==> src/rtl/cpx_map.svh <==
// Overview of operation
// - Null with come-again and interrupts-allowed: service interrupts
// - Trace pending, null not finished, interrupts-allowed: service interrupts
// - Null-response interrupts use ten-word frame, then resume
// - Save not-ready word: interrupts, four-word frame, retry
// - Length not multiple of four is format error
// - Save bad length: abort mask, then format error
// - Restore bad length: write, read, abort, error
// - Format error uses four-word frame, vector 14
// - Bus error on first access means absent coprocessor
// - Later bus errors take bus error exception, except on the abort write
// - Odd prefetch address while idle raises address error
// - Function code all zeros or ones: protocol violation
// - Reserved function codes: protocol violation
// - Trace pending: keep reading until null finished
// - Emulator exception: four-word frame, vector 11
`ifndef CPX_MAP_SVH
`define CPX_MAP_SVH
`define CPX_FC_HI 13
`define CPX_FC_LO 8
`define CPX_CA_BIT 15
`define CPX_IA_BIT 8
`define CPX_PF_BIT 1
`define CPX_FC_NULL 6'h08
`define CPX_FC_NULL_MASK 6'h3e
`define CPX_FC_ONES 6'h3f
`define CPX_FC_ZERO 6'h00
`define CPX_FC_RES0 6'h0b
`define CPX_FC_RES1 6'h1f
`define CPX_NOTREADY 16'h0100
`define CPX_LEN_LO_MASK 8'h03
`define CPX_VEC_FMT 8'h0e
`define CPX_VEC_EMU 8'h0b
`define CPX_VEC_BUS 8'h02
`define CPX_VEC_ADR 8'h03
`define CPX_VEC_PROT 8'h0d
`define CPX_VEC_INT 8'h00
`define CPX_FRAME_PRE 4'h4
`define CPX_FRAME_MID 4'ha
`endif

==> src/rtl/cpx_pkg.sv <==
package cpx_pkg;
    typedef enum logic [8:0] {
        CPX_IDLE = 9'h001,
        CPX_RESP = 9'h002,
        CPX_SAVE = 9'h004,
        CPX_RWR = 9'h008,
        CPX_RRD = 9'h010,
        CPX_ABORT = 9'h020,
        CPX_INTR = 9'h040,
        CPX_EXC = 9'h080,
        CPX_DONE = 9'h100
    } cpx_state_e;
    typedef enum logic [1:0] {
        CPX_OP_GEN = 2'h0,
        CPX_OP_COND = 2'h1,
        CPX_OP_SAVE = 2'h2,
        CPX_OP_RESTORE = 2'h3
    } cpx_op_e;
endpackage

==> src/rtl/cpx_exc_ctrl.sv <==
`timescale 1ns/100ps
`default_nettype none
`include "cpx_map.svh"
// Coprocessor exception sequencer of the main processor. Each access step
// issues a one-cycle request and waits for busAck or busErr.
module cpx_exc_ctrl
    import cpx_pkg::*;
(
    input wire logic mclk,
    input wire logic rst,
    input wire logic start,
    input wire logic [1:0] opKind,
    input wire logic tracePending,
    input wire logic intPending,
    input wire logic [15:0] memFormatWord,
    input wire logic prefetchReq,
    input wire logic [31:0] prefetchAddr,
    input wire logic busAck,
    input wire logic busErr,
    input wire logic [15:0] busRdata,
    input wire logic excReturn,
    output logic readResponse,
    output logic readSave,
    output logic writeRestore,
    output logic readRestore,
    output logic writeAbort,
    output logic [15:0] busWdata,
    output logic excTake,
    output logic [7:0] excVector,
    output logic [3:0] excFrameWords,
    output logic intService,
    output logic busy,
    output logic instrDone
);
    cpx_state_e state, next_state;
    logic [1:0] op;
    logic firstAccess;
    logic pending;
    logic [7:0] pendVec;
    logic [3:0] pendFrame;
    logic [15:0] restoreWord;
    logic intFromSave;

    wire logic stepReq = readResponse | readSave | writeRestore |
        readRestore | writeAbort;
    wire logic waiting = pending;
    wire logic [5:0] fc = busRdata[`CPX_FC_HI:`CPX_FC_LO];
    wire logic caFlag = busRdata[`CPX_CA_BIT];
    wire logic iaFlag = busRdata[`CPX_IA_BIT];
    wire logic pfFlag = busRdata[`CPX_PF_BIT];
    // Interrupts-allowed flag sits in the low bit of the null code
    wire logic isNull = (fc & `CPX_FC_NULL_MASK) == `CPX_FC_NULL;
    wire logic protErr = fc == `CPX_FC_ZERO || fc == `CPX_FC_ONES ||
        fc == `CPX_FC_RES0 || fc == `CPX_FC_RES1 ||
        (fc[3:2] == 2'h2 && fc[5:4] != 2'h0) ||
        (fc[5:2] == 4'h6);
    wire logic nullInt = isNull && iaFlag &&
        (caFlag || (tracePending && op == CPX_OP_GEN && !pfFlag));
    wire logic nullDone = isNull && !caFlag &&
        (!tracePending || op != CPX_OP_GEN || pfFlag);
    wire logic saveLenBad = (busRdata[7:0] & `CPX_LEN_LO_MASK) != 8'h00;
    wire logic restLenBad = (restoreWord[7:0] & `CPX_LEN_LO_MASK) != 8'h00;
    wire logic saveNotReady = busRdata == `CPX_NOTREADY;
    wire logic addrErr = prefetchReq && prefetchAddr[0];
    // Restore word still loading when the write leaves idle
    wire logic [15:0] restoreSrc = (state == CPX_IDLE) ? memFormatWord :
        restoreWord;

    always_comb begin
        next_state = state;
        unique case (state)
            CPX_IDLE: if (addrErr) next_state = CPX_EXC;
                else if (start) next_state = (opKind == CPX_OP_SAVE) ?
                    CPX_SAVE : (opKind == CPX_OP_RESTORE) ? CPX_RWR : CPX_RESP;
            CPX_RESP: if (waiting && busErr) next_state = CPX_EXC;
                else if (waiting && busAck) begin
                    if (protErr) next_state = CPX_ABORT;
                    else if (nullInt) next_state = intPending ? CPX_INTR : CPX_RESP;
                    else if (nullDone) next_state = CPX_DONE;
                end
            CPX_SAVE: if (waiting && busErr) next_state = CPX_EXC;
                else if (waiting && busAck) begin
                    if (saveNotReady) next_state = intPending ? CPX_INTR : CPX_SAVE;
                    else if (saveLenBad) next_state = CPX_ABORT;
                    else next_state = CPX_DONE;
                end
            CPX_RWR: if (waiting && busErr) next_state = CPX_EXC;
                else if (waiting && busAck) next_state = restLenBad ? CPX_RRD : CPX_DONE;
            CPX_RRD: if (waiting && busErr) next_state = CPX_EXC;
                else if (waiting && busAck) next_state = CPX_ABORT;
            CPX_ABORT: if (waiting && (busAck || busErr)) next_state = CPX_EXC;
            CPX_INTR: if (excReturn) next_state = intFromSave ? CPX_SAVE : CPX_RESP;
            CPX_EXC: next_state = CPX_IDLE;
            CPX_DONE: next_state = CPX_IDLE;
            default: next_state = CPX_IDLE;
        endcase
    end

    // Exception vector and frame chosen at the cycle the cause is seen
    always_ff @(posedge mclk or posedge rst) begin
        if (rst) begin
            pendVec <= `CPX_VEC_INT;
            pendFrame <= `CPX_FRAME_PRE;
        end else if (state == CPX_IDLE && addrErr) begin
            pendVec <= `CPX_VEC_ADR;
            pendFrame <= `CPX_FRAME_PRE;
        end else if (waiting && busErr && state != CPX_ABORT) begin
            pendVec <= firstAccess ? `CPX_VEC_EMU : `CPX_VEC_BUS;
            pendFrame <= firstAccess ? `CPX_FRAME_PRE : `CPX_FRAME_MID;
        end else if (waiting && busAck && state == CPX_RESP && protErr) begin
            pendVec <= `CPX_VEC_PROT;
            pendFrame <= `CPX_FRAME_MID;
        end else if (waiting && busAck && (state == CPX_SAVE || state == CPX_RRD)) begin
            pendVec <= `CPX_VEC_FMT;
            pendFrame <= `CPX_FRAME_PRE;
        end
    end

    always_ff @(posedge mclk or posedge rst) begin
        if (rst) begin
            state <= CPX_IDLE;
            op <= CPX_OP_GEN;
            firstAccess <= 1'b0;
            pending <= 1'b0;
            restoreWord <= 16'h0000;
            intFromSave <= 1'b0;
        end else begin
            state <= next_state;
            if (state == CPX_IDLE && start) begin
                op <= opKind;
                firstAccess <= 1'b1;
                restoreWord <= memFormatWord;
            end else if (waiting && (busAck || busErr)) begin
                firstAccess <= 1'b0;
            end
            if (stepReq) pending <= 1'b1;
            else if (busAck || busErr) pending <= 1'b0;
            if (next_state == CPX_INTR && state != CPX_INTR)
                intFromSave <= (state == CPX_SAVE);
        end
    end

    wire logic enter = next_state != state || (waiting && (busAck || busErr));
    wire logic issue = enter && !(next_state == CPX_INTR ||
        next_state == CPX_EXC || next_state == CPX_DONE || next_state == CPX_IDLE);

    always_ff @(posedge mclk or posedge rst) begin
        if (rst) begin
            readResponse <= 1'b0;
            readSave <= 1'b0;
            writeRestore <= 1'b0;
            readRestore <= 1'b0;
            writeAbort <= 1'b0;
            busWdata <= 16'h0000;
            excTake <= 1'b0;
            excVector <= `CPX_VEC_INT;
            excFrameWords <= `CPX_FRAME_PRE;
            intService <= 1'b0;
            busy <= 1'b0;
            instrDone <= 1'b0;
        end else begin
            readResponse <= issue && next_state == CPX_RESP;
            readSave <= issue && next_state == CPX_SAVE;
            writeRestore <= issue && next_state == CPX_RWR;
            readRestore <= issue && next_state == CPX_RRD;
            writeAbort <= issue && next_state == CPX_ABORT;
            busWdata <= (next_state == CPX_RWR) ? restoreSrc : 16'h0000;
            excTake <= state == CPX_EXC;
            if (state == CPX_EXC) begin
                excVector <= pendVec;
                excFrameWords <= pendFrame;
            end else if (next_state == CPX_INTR && state != CPX_INTR) begin
                excVector <= `CPX_VEC_INT;
                excFrameWords <= (state == CPX_SAVE) ?
                    `CPX_FRAME_PRE : `CPX_FRAME_MID;
            end
            intService <= next_state == CPX_INTR && state != CPX_INTR;
            busy <= next_state != CPX_IDLE;
            instrDone <= state == CPX_DONE;
        end
    end

    // binds the coprocessor; only the external rst clears this block.

    property p_midFrame;
        @(posedge mclk) disable iff (rst)
        (state == CPX_RESP && waiting && busAck && nullInt && intPending)
            |=> intService && excFrameWords == `CPX_FRAME_MID;
    endproperty
    a_midFrame: assert property (p_midFrame) else $error("mid frame");

    property p_noFrame;
        @(posedge mclk) disable iff (rst)
        (state == CPX_RESP && waiting && busAck && nullInt && !intPending)
            |=> !intService ##0 readResponse;
    endproperty
    a_noFrame: assert property (p_noFrame) else $error("no frame");

    property p_saveRetry;
        @(posedge mclk) disable iff (rst)
        (state == CPX_SAVE && waiting && busAck && saveNotReady && intPending)
            |=> intService && excFrameWords == `CPX_FRAME_PRE;
    endproperty
    a_saveRetry: assert property (p_saveRetry) else $error("save int");

    property p_saveAbort;
        @(posedge mclk) disable iff (rst)
        (state == CPX_SAVE && waiting && busAck && !saveNotReady && saveLenBad)
            |=> writeAbort;
    endproperty
    a_saveAbort: assert property (p_saveAbort) else $error("save abort");

    property p_fmtVec;
        @(posedge mclk) disable iff (rst)
        excTake && $past(state, 2) == CPX_ABORT && pendVec == `CPX_VEC_FMT
            |-> excVector == `CPX_VEC_FMT && excFrameWords == `CPX_FRAME_PRE;
    endproperty
    a_fmtVec: assert property (p_fmtVec) else $error("format vector");

    property p_absent;
        @(posedge mclk) disable iff (rst)
        (waiting && busErr && firstAccess && state != CPX_ABORT)
            |-> ##2 excTake && excVector == `CPX_VEC_EMU;
    endproperty
    a_absent: assert property (p_absent) else $error("absent copro");

    property p_busErr;
        @(posedge mclk) disable iff (rst)
        (waiting && busErr && !firstAccess && state != CPX_ABORT)
            |-> ##2 excTake && excVector == `CPX_VEC_BUS;
    endproperty
    a_busErr: assert property (p_busErr) else $error("bus error");

    property p_addr;
        @(posedge mclk) disable iff (rst)
        (state == CPX_IDLE && addrErr)
            |-> ##2 excTake && excVector == `CPX_VEC_ADR;
    endproperty
    a_addr: assert property (p_addr) else $error("address error");

    property p_prot;
        @(posedge mclk) disable iff (rst)
        (state == CPX_RESP && waiting && busAck && protErr) |=> writeAbort;
    endproperty
    a_prot: assert property (p_prot) else $error("protocol");

    property p_restSeq;
        @(posedge mclk) disable iff (rst)
        (state == CPX_RWR && waiting && busAck && restLenBad) |=> readRestore;
    endproperty
    a_restSeq: assert property (p_restSeq) else $error("restore seq");

    property p_caIntr;
        @(posedge mclk) disable iff (rst)
        (state == CPX_RESP && waiting && busAck && isNull && caFlag &&
            iaFlag && intPending) |=> intService && !readResponse;
    endproperty
    a_caIntr: assert property (p_caIntr) else $error("ca int");

    property p_traceIntr;
        @(posedge mclk) disable iff (rst)
        (state == CPX_RESP && waiting && busAck && isNull && !caFlag &&
            iaFlag && !pfFlag && tracePending && op == CPX_OP_GEN &&
            intPending) |=> intService;
    endproperty
    a_traceIntr: assert property (p_traceIntr) else $error("trace int");

    property p_traceHold;
        @(posedge mclk) disable iff (rst)
        (state == CPX_RESP && waiting && busAck && isNull && !caFlag &&
            !iaFlag && !pfFlag && tracePending && op == CPX_OP_GEN)
            |=> readResponse && !instrDone;
    endproperty
    a_traceHold: assert property (p_traceHold) else $error("trace hold");

    property p_resumeRead;
        @(posedge mclk) disable iff (rst)
        (state == CPX_INTR && excReturn && !intFromSave) |=> readResponse;
    endproperty
    a_resumeRead: assert property (p_resumeRead) else $error("resume");

    property p_saveResume;
        @(posedge mclk) disable iff (rst)
        (state == CPX_INTR && excReturn && intFromSave) |=> readSave;
    endproperty
    a_saveResume: assert property (p_saveResume) else $error("save redo");

    property p_lenOk;
        @(posedge mclk) disable iff (rst)
        (state == CPX_SAVE && waiting && busAck && !saveNotReady &&
            !saveLenBad) |=> !writeAbort ##1 instrDone;
    endproperty
    a_lenOk: assert property (p_lenOk) else $error("length ok");

    property p_emuFrame;
        @(posedge mclk) disable iff (rst)
        (excTake && excVector == `CPX_VEC_EMU)
            |-> excFrameWords == `CPX_FRAME_PRE;
    endproperty
    a_emuFrame: assert property (p_emuFrame) else $error("emu frame");
endmodule
`default_nettype wire

==> config.mk <==
export PLATFORM = sky130hd
export DESIGN_NAME = cpx_exc_ctrl
export DESIGN_NICKNAME = d
export VERILOG_FILES = /design/src/rtl/cpx_pkg.sv /design/src/rtl/cpx_exc_ctrl.sv
export VERILOG_INCLUDE_DIRS = /design/src /design/src/rtl
export SDC_FILE = /design/constraint.sdc
export NUM_CORES = 1
export LEC_CHECK = 0
export ABC_AREA = 1
export BUFFER_PORTS_ARGS = -buffer_cell sky130_fd_sc_hd__buf_2
export CAP_MARGIN = 20
export CORE_MARGIN = 5
export CORE_UTILIZATION = 40
export CTS_CLUSTER_SIZE = 12
export DETAILED_ROUTE_END_ITERATION = 8
export HOLD_SLACK_MARGIN = 0.03
export PLACE_DENSITY = 0.65
export SYNTH_ARGS = -nofsm -noshare
export SYNTH_HDL_FRONTEND = slang
export SYNTH_SLANG_ARGS = --single-unit
==> constraint.sdc <==
create_clock -name mclk -period 3.3 [get_ports mclk]
set_clock_uncertainty 0.1 [all_clocks]
set_input_delay 0.165 -clock mclk [delete_from_list [all_inputs] [get_ports mclk]]
set_output_delay 0.165 -clock mclk [all_outputs]
set_load 0.01 [all_outputs]
**After elaboration in Yosys (flattened, before gate mapping)**

Index checks and enable logic that the tools add are counted.
Widths: inputs -> output; s select.

- Word-level logic and storage cells: 152
- Bits of input ports: 75
- Register bits: 79
- Output and inout bits: 37

- Bitwise logic cells: 4
- Equal/unequal tests: 31
- Reduce and logical (&&, ||, !) cells: 52
- Muxes and demuxes: 45

Operators by type and width:

| cell | count |
|---|---|
| $mux 9 | 18 |
| $pmux 9 s7 | 1 |
| $mux 8 | 6 |
| $mux 4 | 11 |
| $mux 16 | 2 |
| $logic_and 1x1->1 | 24 |
| $eq 9x1->1 const B | 2 |
| $eq 9x2->1 const B | 2 |
| $eq 9x3->1 const B | 2 |
| $eq 9x4->1 const B | 2 |
| $eq 9x5->1 const B | 2 |
| $eq 9x6->1 const B | 2 |
| $eq 9x7->1 const B | 2 |
| $eq 9x8->1 const B | 2 |
| $eq 9x9->1 const B | 2 |
| $eq 16x9->1 const B | 1 |
| $reduce_bool 8->1 | 2 |
| $logic_or 1x1->1 | 14 |
| $mux 7 | 2 |
| $reduce_bool 2->1 | 5 |
| $ne 9x1->1 const B | 1 |
| $ne 9x6->1 const B | 1 |
| $ne 9x7->1 const B | 1 |
| $ne 9x9->1 | 1 |
| other kinds (13) | 24 |

**Logic depth before layout (Yosys ltp)**

Gate-level depths: netlist (run 1).

- Depth after elaboration: 17
- Mapped depth: 17
- Mapped depth without buffers: 17

**Least setup slack after synthesis (run 1)**

Ideal clock, no wire load.

- Kind: flip-flop to flip-flop
- Start point: register state[6]
- End point: register readResponse
- Cell stages (with the launch flop): 11
- Period minus slack after synthesis: 1.833 ns
- Buffers on the path: 0
- Arrival: 1.619 ns
- Required time: 3.085 ns
- Setup time: 0.115 ns
- Slack: 1.467 ns
- Cells stage by stage: dfrtp_1 > nor2_2 > nand2_4 > nor2_4 > nand3_2 > o31ai_4 > o21ai_2 > nor2_1 > nand3_1 > nand2_1 > nor2_1

- Word-level cells in the longest chain between the ends: 13
- Elaborated cells between the ends (all ways): 36
- Those cells by class: 13 x eq/ne; 16 x mux; 7 x reduce/logical

Ends and longest elaborated chain:

| item | line | source |
|---|---|---|
| start, declared | cpx_exc_ctrl.sv:35 | `cpx_state_e state, next_state;` |
| start signal, assigned | cpx_exc_ctrl.sv:128 | `state <= next_state;` |
| $mux 9 | cpx_exc_ctrl.sv:79 | `else if (nullDone) next_state = CPX_DONE;` |
| $mux 9 | cpx_exc_ctrl.sv:78 | `else if (nullInt) next_state = intPending ? CPX_INTR : CPX_RESP;` |
| $mux 9 | cpx_exc_ctrl.sv:77 | `if (protErr) next_state = CPX_ABORT;` |
| $mux 9 | cpx_exc_ctrl.sv:76 | `else if (waiting && busAck) begin` |
| $mux 9 | cpx_exc_ctrl.sv:75 | `CPX_RESP: if (waiting && busErr) next_state = CPX_EXC;` |
| $pmux 9 s7 | cpx_exc_ctrl.sv:71 | `unique case (state)` |
| $eq 9x7->1 / $eq 9x8->1 (equally long branches) | cpx_exc_ctrl.sv:144, cpx_exc_ctrl.sv:145 |  |
| $logic_or 1x1->1 | cpx_exc_ctrl.sv:144 | `wire logic issue = enter && !(next_state == CPX_INTR \|\|` |
| $logic_or 1x1->1 (2 in a row) | cpx_exc_ctrl.sv:145 | `next_state == CPX_EXC \|\| next_state == CPX_DONE \|\| next_state == CPX_IDLE);` |
| $logic_not 1->1 | cpx_exc_ctrl.sv:144 |  |
| $logic_and 1x1->1 | cpx_exc_ctrl.sv:144 |  |
| $logic_and 1x1->1 (*) | cpx_exc_ctrl.sv:162 | `readResponse <= issue && next_state == CPX_RESP;` |
| end signal, assigned | cpx_exc_ctrl.sv:149 | `readResponse <= 1'b0;` |
| end signal, assigned | cpx_exc_ctrl.sv:162 |  |
| end, declared | cpx_exc_ctrl.sv:22 | `output logic readResponse,` |

Mark *: on every way between the ends. The rest lies on a longest branch, timed or not.
A chain may end at the register's enable or synchronous reset.

**Worst setup path in the final report (run 1)**

- Start point: register state[3]
- End point: register writeRestore

- Word-level cells in the longest chain between the ends: 13
- Elaborated cells between the ends (all ways): 36
- Those cells by class: 13 x eq/ne; 16 x mux; 7 x reduce/logical

Ends and longest elaborated chain:

| item | line | source |
|---|---|---|
| $mux 9 | cpx_exc_ctrl.sv:79 |  |
| $mux 9 | cpx_exc_ctrl.sv:78 |  |
| $mux 9 | cpx_exc_ctrl.sv:77 |  |
| $mux 9 | cpx_exc_ctrl.sv:76 |  |
| $mux 9 | cpx_exc_ctrl.sv:75 |  |
| $pmux 9 s7 | cpx_exc_ctrl.sv:71 |  |
| $eq 9x7->1 / $eq 9x8->1 (equally long branches) | cpx_exc_ctrl.sv:144, cpx_exc_ctrl.sv:145 |  |
| $logic_or 1x1->1 | cpx_exc_ctrl.sv:144 |  |
| $logic_or 1x1->1 (2 in a row) | cpx_exc_ctrl.sv:145 |  |
| $logic_not 1->1 | cpx_exc_ctrl.sv:144 |  |
| $logic_and 1x1->1 | cpx_exc_ctrl.sv:144 |  |
| $logic_and 1x1->1 (*) | cpx_exc_ctrl.sv:164 | `writeRestore <= issue && next_state == CPX_RWR;` |
| end signal, assigned | cpx_exc_ctrl.sv:151 | `writeRestore <= 1'b0;` |
| end signal, assigned | cpx_exc_ctrl.sv:164 |  |
| end, declared | cpx_exc_ctrl.sv:24 | `output logic writeRestore,` |

Marked as above.

==> results of run 1 <==
-- placed cells by master (no fill, tap or decap), types with 2 or more instances in the layout --
cell type and n:
a21oi_1 7, a31oi_1 2, buf_2 75, buf_4 3, clkbuf_8 10, clkinv_2 3
conb_1 5, dfrtp_1 64, dfstp_2 3, dlygate4sd3_1 22, inv_1 84, inv_2 4
nand2_1 88, nand2_2 5, nand2_4 5, nand3_1 30, nand3_2 2, nand4_1 3
nor2_1 47, nor2_2 6, nor2_4 4, nor3_1 4, nor3_2 2, nor4_1 4
o211ai_1 18, o21ai_0 28, o21ai_1 2, o21bai_1 3, o22ai_1 2, or2_2 2
-- sequential cells by signal (all words and copies together) (netlist names), 2 cells and up --
name / flops
restoreWord: 16
busWdata: 16
excVector: 4
pendVec: 4
excFrameWords: 2
op: 2
pendFrame: 2
state: 9
-- report_power, final --
part           total, mW  internal [mW]  switching [mW]  leakage, nW
Clock              0.673          0.366           0.307       0.0991
Sequential          1.19           1.07           0.127        0.866
Combinational       1.09          0.383           0.707         1.59
-- worst reg2reg max path, cell delays in order, from the launching register on --
cell           delay [ps]
dfrtp_1               460
nor2_1                180
nand2_1               110
nor2_4                180
nand2_4                90
nor2_1                120
inv_1                 430
nor4_1                320
dlygate4sd3_1         590
-- per-stage QoR --
stage / hold slack (ps) / setup WS [ps] / cells / utilization, %
floorplan: 195.5 / 1357 / 450 / -
global placement: 329.4 / 807.0 / 619 / 45.97
detailed placement: 328.5 / 784.2 / 619 / 45.97
CTS: 39.19 / 657.2 / 656 / 50.65
global route: 70.32 / 382.3 / 658 / 51.00
finish: 62.57 / 665.9 / 658 / 51.00
-- routing by layer --
| layer | global-route usage (%) | up-vias | share of wire [%] |
|---|---|---|---|
| met1 | 20.63 | 1422 | 45 |
| met5 | 0 | - | 0 |
| met3 | 4.975 | 8 | 6.4 |
| met2 | 25.64 | 74 | 48 |
| met4 | 5.180 | 0 | 1.2 |
| li1 | - | 1599 | - |
-- area by class of cell --
class	instances	area [um2]
fillers	824	4232
flip-flops and latches	67	1680
multi-input cells	277	1420
repair buffers	101	638.1
inverters	89	336.6
clock buffers	11	141.4
well taps	108	135.1
clock inverters	5	52.55
-- kinds of logic after synthesis --
family	synth area share (%)
xor+xnor	0.2489
compound gates	12.41
other cells	0.1065
buf+inv	12.34
simple gates	27.16
flops	47.74
-- final timing paths --
| check | cells after the start | slack, ps | end | start |
|---|---|---|---|---|
| setup / recovery | 8 | 670 | writeRestore$_DFF_PP0_ | state[3]$_DFF_PP0_ |
| hold / removal | 3 | 60 | state[6]$_DFF_PP0_ | excReturn |
| setup reg to reg | 8 | 670 | writeRestore$_DFF_PP0_ | state[3]$_DFF_PP0_ |
| min in group asynchronous | 3 | 320 | pendVec[3]$_DFFE_PP0P_ | rst |
| hold reg to reg | 1 | 360 | instrDone$_DFF_PP0_ | state[2]$_DFF_PP0_ |
| max in group asynchronous | 5 | 2040 | restoreWord[12]$_DFFE_PP0P_ | rst |
==> run summary, run 1 <==
Critical Path End Type - flip-flop
TritonCTS clock tree - built
Flip-flop and latch count after synthesis - 67
Number of sinks driven by the clock tree - 67
Area growth from synthesis to layout - 25.13%
Count of input and output buffers - 75
Initial Util - 40.76%
Part of the cycle the worst path needs - 79.82%
Total Routing Usage GR - 16.01%
Final Max Tran Viols - 0
Via density - 4.716
Cell breakdown of the critical path - nor2_1, nand2_1, nor2_4, nand2_4, nor2_1, inv_1, nor4_1, dlygate4sd3_1
Share of synthesized flip-flops with an asynchronous set or reset - 100.0%
EDFF count, synth - 0
Post-layout min period - 2634 ps
GR Overflow Total - 0
CTS Buffer Depth - 2
Post-Synthesis Cells - 446
Number of buffers inserted during clock tree synthesis - 9
Number of post-CTS setup repair buffers - 0
Count of final hold-check violations - 0
Top cell family by delay on the critical path - buffers and inverters
Post-Layout Inst Area - 4404 um2
Setup TNS Final - 0 ps
Synthesis warning total - 0
Row count - 34
Tightest slew margin relative to the limit - 34.82%
Outcome - completed
Largest cells by area after synthesis - dfrtp_1, nand2_1, inv_1
HPWL after DPL - 6049 um
Area leader, netlist - dfrtp_1
Last weighted congestion value of the routability-driven placer - 0.8843
Maximum number of pins on one net before global-route repair - 54
Top achievable clock speed - 379.6 MHz
Quantity of hold-fixing buffers added after cts - 21
Clock slew at reported path FFs - 70 ps
Critical path data required time - 3470 ps
Die outline width - 103.8 um
Most common cell in the synthesized netlist - nand2_1
Proportion of layout cells with a drive suffix above 1 - 24.18%
Power density cells - 671.1 nW/um2
Cell with the biggest individual delay on the critical path - dlygate4sd3_1
Gates resized, CTS repair - 0
Sequential cell area fraction in the yosys report - 47.74%
Slew at the pin closest to its max-slew limit - 976.6 ps
Most numerous cell types in the synthesized netlist - nand2_1, inv_1, dfrtp_1, nor2_1, nand3_1
Wire length of the first global-routing pass - 14390 um
VDD IR-drop max - 0.3120 mV
Cell type with the highest occurrence count on the critical path - nor2_1
RSZ-0062 raised after global routing - no
Number of antenna violations at the first check in global routing - 0
Total length of routed wires - 8252 um
Startpoint type of the worst setup path - flip-flop
Post-route ant nets - 0
Clock root buffer - clkbuf_8
Count of different cell masters after synthesis - 39
N_diodes - 0
Length of the first detailed-routing pass in iterations - 4
Crit path arrival time - 2800 ps
Area of the core - 8636 um2
Total Nets Final - 620
Insertion delay to the later sink of the worst-skew pair - 340 ps
Primary FF master, synth - dfrtp_1
Max FO, Critical Path - 38
Initial drt markers - 134
Total die area - 10780 um2
Number of top-level pins - 112
Total vias in the final route - 3103
Routed wire per std cell - 12.54 um
Peak per-stage delay on the critical path - 590 ps
Total placed instance area - 3970 um2
Level count of the clock H-tree - 3
Share of the synthesized area in the top cell type - 45.50%
Vias in the first global route - 3084
Setup violations, final - 0
Hold WC Path Type - primary input to flip-flop
Kind of critical path - flip-flop to flip-flop
Power, Total - 2.956 mW
Residual DRC - 0
Max-Cap Viols - 0
Critical path buffers and inverters - 2
Chip Height - 103.8 um
Leakage power figure - 2.550 nW
Avg Inst Size Synth - 7.892 um2
Post-Synthesis Cell Area - 3520 um2
Note: power is estimated with default switching activity, not from simulation.
==> run 2, diff against run 1 <==
clock period = 2.5 ns   (was 3.3 ns; I/O delays follow)
==> run 2 against run 1 <==
Compared with the run above: setup slack lost 460 ps; non-clock buffer count grew 6; sequential cell count is the same; first-iteration DRC count decreased by 37%; sequential power grew 32%; clock power up 50%; routed wire length up 5.1%; cell area is 1.9% higher; clock-buffer cell count is 1 lower; final cell count is 0.91% higher; critical path depth stayed put; maximum frequency increased by 15%; highest routed layer unchanged.
==> run summary, run 2 (same netlist as run 1, synthesis figures left out) <==
Outcome - completed
Last weighted congestion value of the routability-driven placer - 0.9010
Length of the first detailed-routing pass in iterations - 4
Leakage power figure - 2.587 nW
Wire length on met1 - 3755 um
Part of the cycle the worst path needs - 91.64%
Count of final hold-check violations - 0
Wire length of the first global-routing pass - 14520 um
Setup TNS Final - 0 ps
Power, Total - 4.088 mW
Max-Cap Viols - 0
Worst setup timing slack at the placement stage - 285.4 ps
Number of top-level pins - 112
Initial Util - 40.76%
Power density cells - 911.2 nW/um2
Insertion delay to the later sink of the worst-skew pair - 350 ps
Sum of met2 wire segment lengths after detailed routing - 4286 um
Number of sinks driven by the clock tree - 67
N_diodes - 0
Gates resized, CTS repair - 0
Count of input and output buffers - 75
Final Max Tran Viols - 0
HPWL after DPL - 6410 um
Vias in the first global route - 3084
Residual DRC - 0
Peak per-stage delay on the critical path - 580 ps
Crit path arrival time - 2470 ps
Critical path data required time - 2680 ps
Post-layout min period - 2291 ps
Total vias in the final route - 3168
Total die area - 10780 um2
Area of the core - 8636 um2
Number of antenna violations at the first check in global routing - 0
Cell type with the highest occurrence count on the critical path - nand2_4
Post-route ant nets - 0
Cell breakdown of the critical path - nor2_2, nand2_4, nor2_4, nand2_4, nor2_1, inv_1, nor4_1, dlygate4sd3_1
Critical Path End Type - flip-flop
Met3 layer wire length in the routed design - 467 um
Clock root buffer - clkbuf_8
GR Overflow Total - 0
Number of post-CTS setup repair buffers - 0
Total Nets Final - 626
Number of buffers inserted during clock tree synthesis - 9
Final setup slack of the worst path - 209.0 ps
Clock slew at reported path FFs - 80 ps
Destination of the worst register-to-register timing path - writeRestore$_DFF_PP0_
Critical path buffers and inverters - 2
Hold path depth - 4
Hold WC Path Type - primary input to flip-flop
Cell with the biggest individual delay on the critical path - dlygate4sd3_1
Top routing layer in use - met4
Maximum number of pins on one net before global-route repair - 32
Max FO, Critical Path - 14
Registers with the most flip-flops - busWdata (16), restoreWord (16), state (9)
Via density - 4.771
VDD IR-drop max - 0.4245 mV
Kind of critical path - flip-flop to flip-flop
RSZ-0062 raised after global routing - no
Row count - 34
Number of filler cells placed in the layout - 864
Total Routing Usage GR - 16.32%
Startpoint type of the worst setup path - flip-flop
Hold worst-path end - state[2]$_DFF_PP0_
Proportion of layout cells with a drive suffix above 1 - 24.82%
Final cell utilization of the core - 51.96%
Die outline width - 103.8 um
Total length of routed wires - 8676 um
Worst reg2reg startpoint - state[6]$_DFF_PP0_
Initial drt markers - 85
Top cell family by delay on the critical path - simple AND/OR/NAND/NOR gates
Setup violations, final - 0
R2r setup slk - 210 ps
Most frequent standard cell in the layout excluding fill and tap cells - nand2_1
Area growth from synthesis to layout - 27.48%
Top achievable clock speed - 436.5 MHz
Routed wire per std cell - 13.07 um
Level count of the clock H-tree - 3
Worst-case reg-to-reg path depth - 8
Minimum hold slack - 45.03 ps
Most frequent cells in the layout - nand2_1, inv_1, buf_2, dfrtp_1, nor2_1
Chip Height - 103.8 um
TritonCTS clock tree - built
Hold path startpoint - intPending
CTS Buffer Depth - 2
==> run 2: changes by cell type in the layout (fill, tap and decap cells not counted), sizes merged <==
cell / change
buf: +4
dlygate4sd3: +2
bufinv: +1
clkbuf: -1
clkinv: -1
clkinvlp: +1
==> run 2: area by class of cell <==
cell class	count	area, um2	share of cell area (%)
clock buffers	10	137.6	3.067
clock inverters	6	88.84	1.980
inverters	89	336.6	7.501
multi-input cells	277	1420	31.65
flip-flops and latches	67	1680	37.45
well taps	108	135.1	3.012
repair buffers	107	688.2	15.34
==> run 2: worst reg2reg max path, delay by kind of cell, from the launching register on <==
kind / cells / cell delay [ps]
buffers and inverters: 2 / 780
and+or+nand+nor: 6 / 900
DFF: 1 / 450
==> run 2: what timing repair did <==
action	CTS	global route
endpoints found under the setup margin	0	0
endpoints found under the hold margin	85	0
hold buffers	24	0
==> run 2: how the worst max path moves through the flow <==
| stage | from | end | slack (ps) | cells after the start |
|---|---|---|---|---|
| floorplan | rst | busWdata[0]$_DFF_PP0_ | 600 | 1 |
| global placement | state[6]$_DFF_PP0_ | readResponse$_DFF_PP0_ | 310 | 14 |
| detailed placement | state[6]$_DFF_PP0_ | readResponse$_DFF_PP0_ | 290 | 14 |
| CTS | state[6]$_DFF_PP0_ | writeRestore$_DFF_PP0_ | 200 | 8 |
| global route | state[6]$_DFF_PP0_ | writeRestore$_DFF_PP0_ | 30 | 8 |
| finish | state[6]$_DFF_PP0_ | writeRestore$_DFF_PP0_ | 210 | 8 |
==> run 2: report_power, final <==
group / total (mW) / switching, mW / internal, mW
logic: 1.51 / 0.967 / 0.544
registers: 1.57 / 0.165 / 1.41
clock network: 1.01 / 0.418 / 0.588
total: 4.09 / 1.55 / 2.54
==> run 2: metal layers <==
metal / track usage [%] / vias up
met5: 0 / -
met4: 6.198 / 0
li1: - / 1603
met3: 4.478 / 13
met2: 27.69 / 81
met1: 19.67 / 1471
==> run 2: metrics by stage <==
| step | area [um2] | cells |
|---|---|---|
| after global placement | 4020 | 624 |
| after global routing | 4487 | 664 |
| after detailed placement | 4020 | 624 |
| after CTS | 4487 | 664 |
| final | 4487 | 664 |
| after floorplan | 3535 | 450 |
==> run 3, diff against run 2 <==
PLACE_DENSITY = 0.62   (was 0.65)
==> run 3 against run 2 <==
Compared with the run above: cell area grew 0.98%; critical path depth unchanged; maximum frequency fell by 2.3%; routed wire length is 0.82% lower; highest routed layer unchanged.
==> run summary, run 3 (same netlist as run 1, synthesis figures left out) <==
Last weighted congestion value of the routability-driven placer - 0.8598
Via density - 4.791
Cell with the biggest individual delay on the critical path - dlygate4sd3_1
Final Max Tran Viols - 0
Total length of routed wires - 8605 um
Residual DRC - 0
N_diodes - 0
Slew at the pin closest to its max-slew limit - 549.8 ps
Placed cells - 622
Initial drt markers - 151
Peak per-stage delay on the critical path - 570 ps
Total vias in the final route - 3191
Top achievable clock speed - 426.5 MHz
Count of final hold-check violations - 0
Startpoint type of the worst setup path - flip-flop
Final setup slack of the worst path - 155.4 ps
Post-layout min period - 2345 ps
Routed wire per std cell - 12.92 um
VDD IR-drop max - 0.4574 mV
Count of input and output buffers - 75
Most frequent cells in the layout - nand2_1, inv_1, buf_2, dfrtp_1, nor2_1
Insertion delay to the later sink of the worst-skew pair - 350 ps
Area growth from synthesis to layout - 28.72%
Worst setup timing slack at the placement stage - 204.1 ps
Minimum hold slack - 222.4 ps
Total Routing Usage GR - 16.85%
Tightest slew margin relative to the limit - 63.29%
Final instance count without filler cells - 666
Clock root buffer - clkbuf_8
Vias in the first global route - 3238
Kind of critical path - flip-flop to flip-flop
Leakage power figure - 2.606 nW
Power density cells - 924.5 nW/um2
Number of sinks driven by the clock tree - 67
Chip Height - 103.8 um
Number of filler cells placed in the layout - 821
Max FO, Critical Path - 6
Cell type with the highest occurrence count on the critical path - nand2_4
GR Overflow Total - 0
Crit path arrival time - 2530 ps
Length of the first detailed-routing pass in iterations - 4
HPWL after DPL - 6267 um
Clock slew at reported path FFs - 90 ps
Number of antenna violations at the first check in global routing - 0
Number of top-level pins - 112
Number of buffers inserted during clock tree synthesis - 9
Post-Layout Inst Area - 4531 um2
Initial Util - 40.76%
Total Nets Final - 628
Critical Path End Type - flip-flop
Hold WC Path Type - primary input to flip-flop
CTS Buffer Depth - 2
Die outline width - 103.8 um
Total placed instance area - 4018 um2
TritonCTS clock tree - built
Max-Cap Viols - 0
Wire length of the first global-routing pass - 15190 um
Most frequent standard cell in the layout excluding fill and tap cells - nand2_1
Level count of the clock H-tree - 3
Outcome - completed
Cell breakdown of the critical path - nor2_2, nand2_4, nor2_4, nand2_4, nor2_1, clkinvlp_4, nor4_1, dlygate4sd3_1
Setup violations, final - 0
RSZ-0062 raised after global routing - no
Total die area - 10780 um2
Part of the cycle the worst path needs - 93.78%
Critical path data required time - 2680 ps
Post-route ant nets - 0
Maximum number of pins on one net before global-route repair - 44
Final cell utilization of the core - 52.46%
Row count - 34
Setup TNS Final - 0 ps
Registers with the most flip-flops - busWdata (16), restoreWord (16), state (9)
Power, Total - 4.189 mW
Area of the core - 8636 um2
Proportion of layout cells with a drive suffix above 1 - 25.09%
==> run 3: changes by cell type in the layout (fill, tap and decap cells not counted) <==
cell           change
clkbuf_8           +1
dlygate4sd3_1      +1
clkinv_2           -1
inv_1              -1
clkinv_4           +1
buf_12             +1
==> run 3: power by group <==
group	total, mW	leakage [nW]	switching, mW	internal [mW]
Combinational	1.55	1.62	0.971	0.581
Clock	1.06	0.116	0.437	0.620
Sequential	1.58	0.866	0.173	1.41
Total	4.19	2.61	1.58	2.61
==> run 3: critical path: cells and delay by family (launching register included) <==
kind / cells / cell delay, ps
simple gates: 6 / 950
buf+inv: 2 / 740
flops: 1 / 480
==> run 3: final timing paths <==
check / start / slack, ps / cells after the start / to
max: state[6]$_DFF_PP0_ / 160 / 8 / writeRestore$_DFF_PP0_
min: prefetchAddr[0] / 220 / 6 / state[0]$_DFF_PP1_
max reg2reg: state[6]$_DFF_PP0_ / 160 / 8 / writeRestore$_DFF_PP0_
min reg2reg: state[2]$_DFF_PP0_ / 380 / 1 / instrDone$_DFF_PP0_
max in group asynchronous: rst / 1350 / 4 / state[0]$_DFF_PP1_
min in group asynchronous: rst / 290 / 3 / restoreWord[14]$_DFFE_PP0P_
==> run 3: what timing repair did <==
item,CTS,global route
hold endpoints to repair,63,0
resized for setup,0,1
hold buffers,25,0
endpoints found under the setup margin,0,1
setup buffers,0,3
==> run 3: area by class of cell <==
cell class                      count  area [um2]  share of cell area, %
Clock inverter                      5       85.08                  1.878
Tap cell                          108       135.1                  2.983
Sequential cell                    67        1680                  37.09
Multi-Input combinational cell    277        1420                  31.34
Timing Repair Buffer              109       718.2                  15.85
Inverter                           89       340.3                  7.512
Clock buffer                       11       151.4                  3.342
==> run 3: layer usage <==
| metal | GRT usage [%] | wire [um] | vias up |
|---|---|---|---|
| met5 | 0 | 0 | - |
| met2 | 27.37 | 4033 | 78 |
| met1 | 22.22 | 4001 | 1482 |
| met3 | 3.794 | 417 | 13 |
| met4 | 5.643 | 152 | 0 |
| li1 | - | - | 1618 |
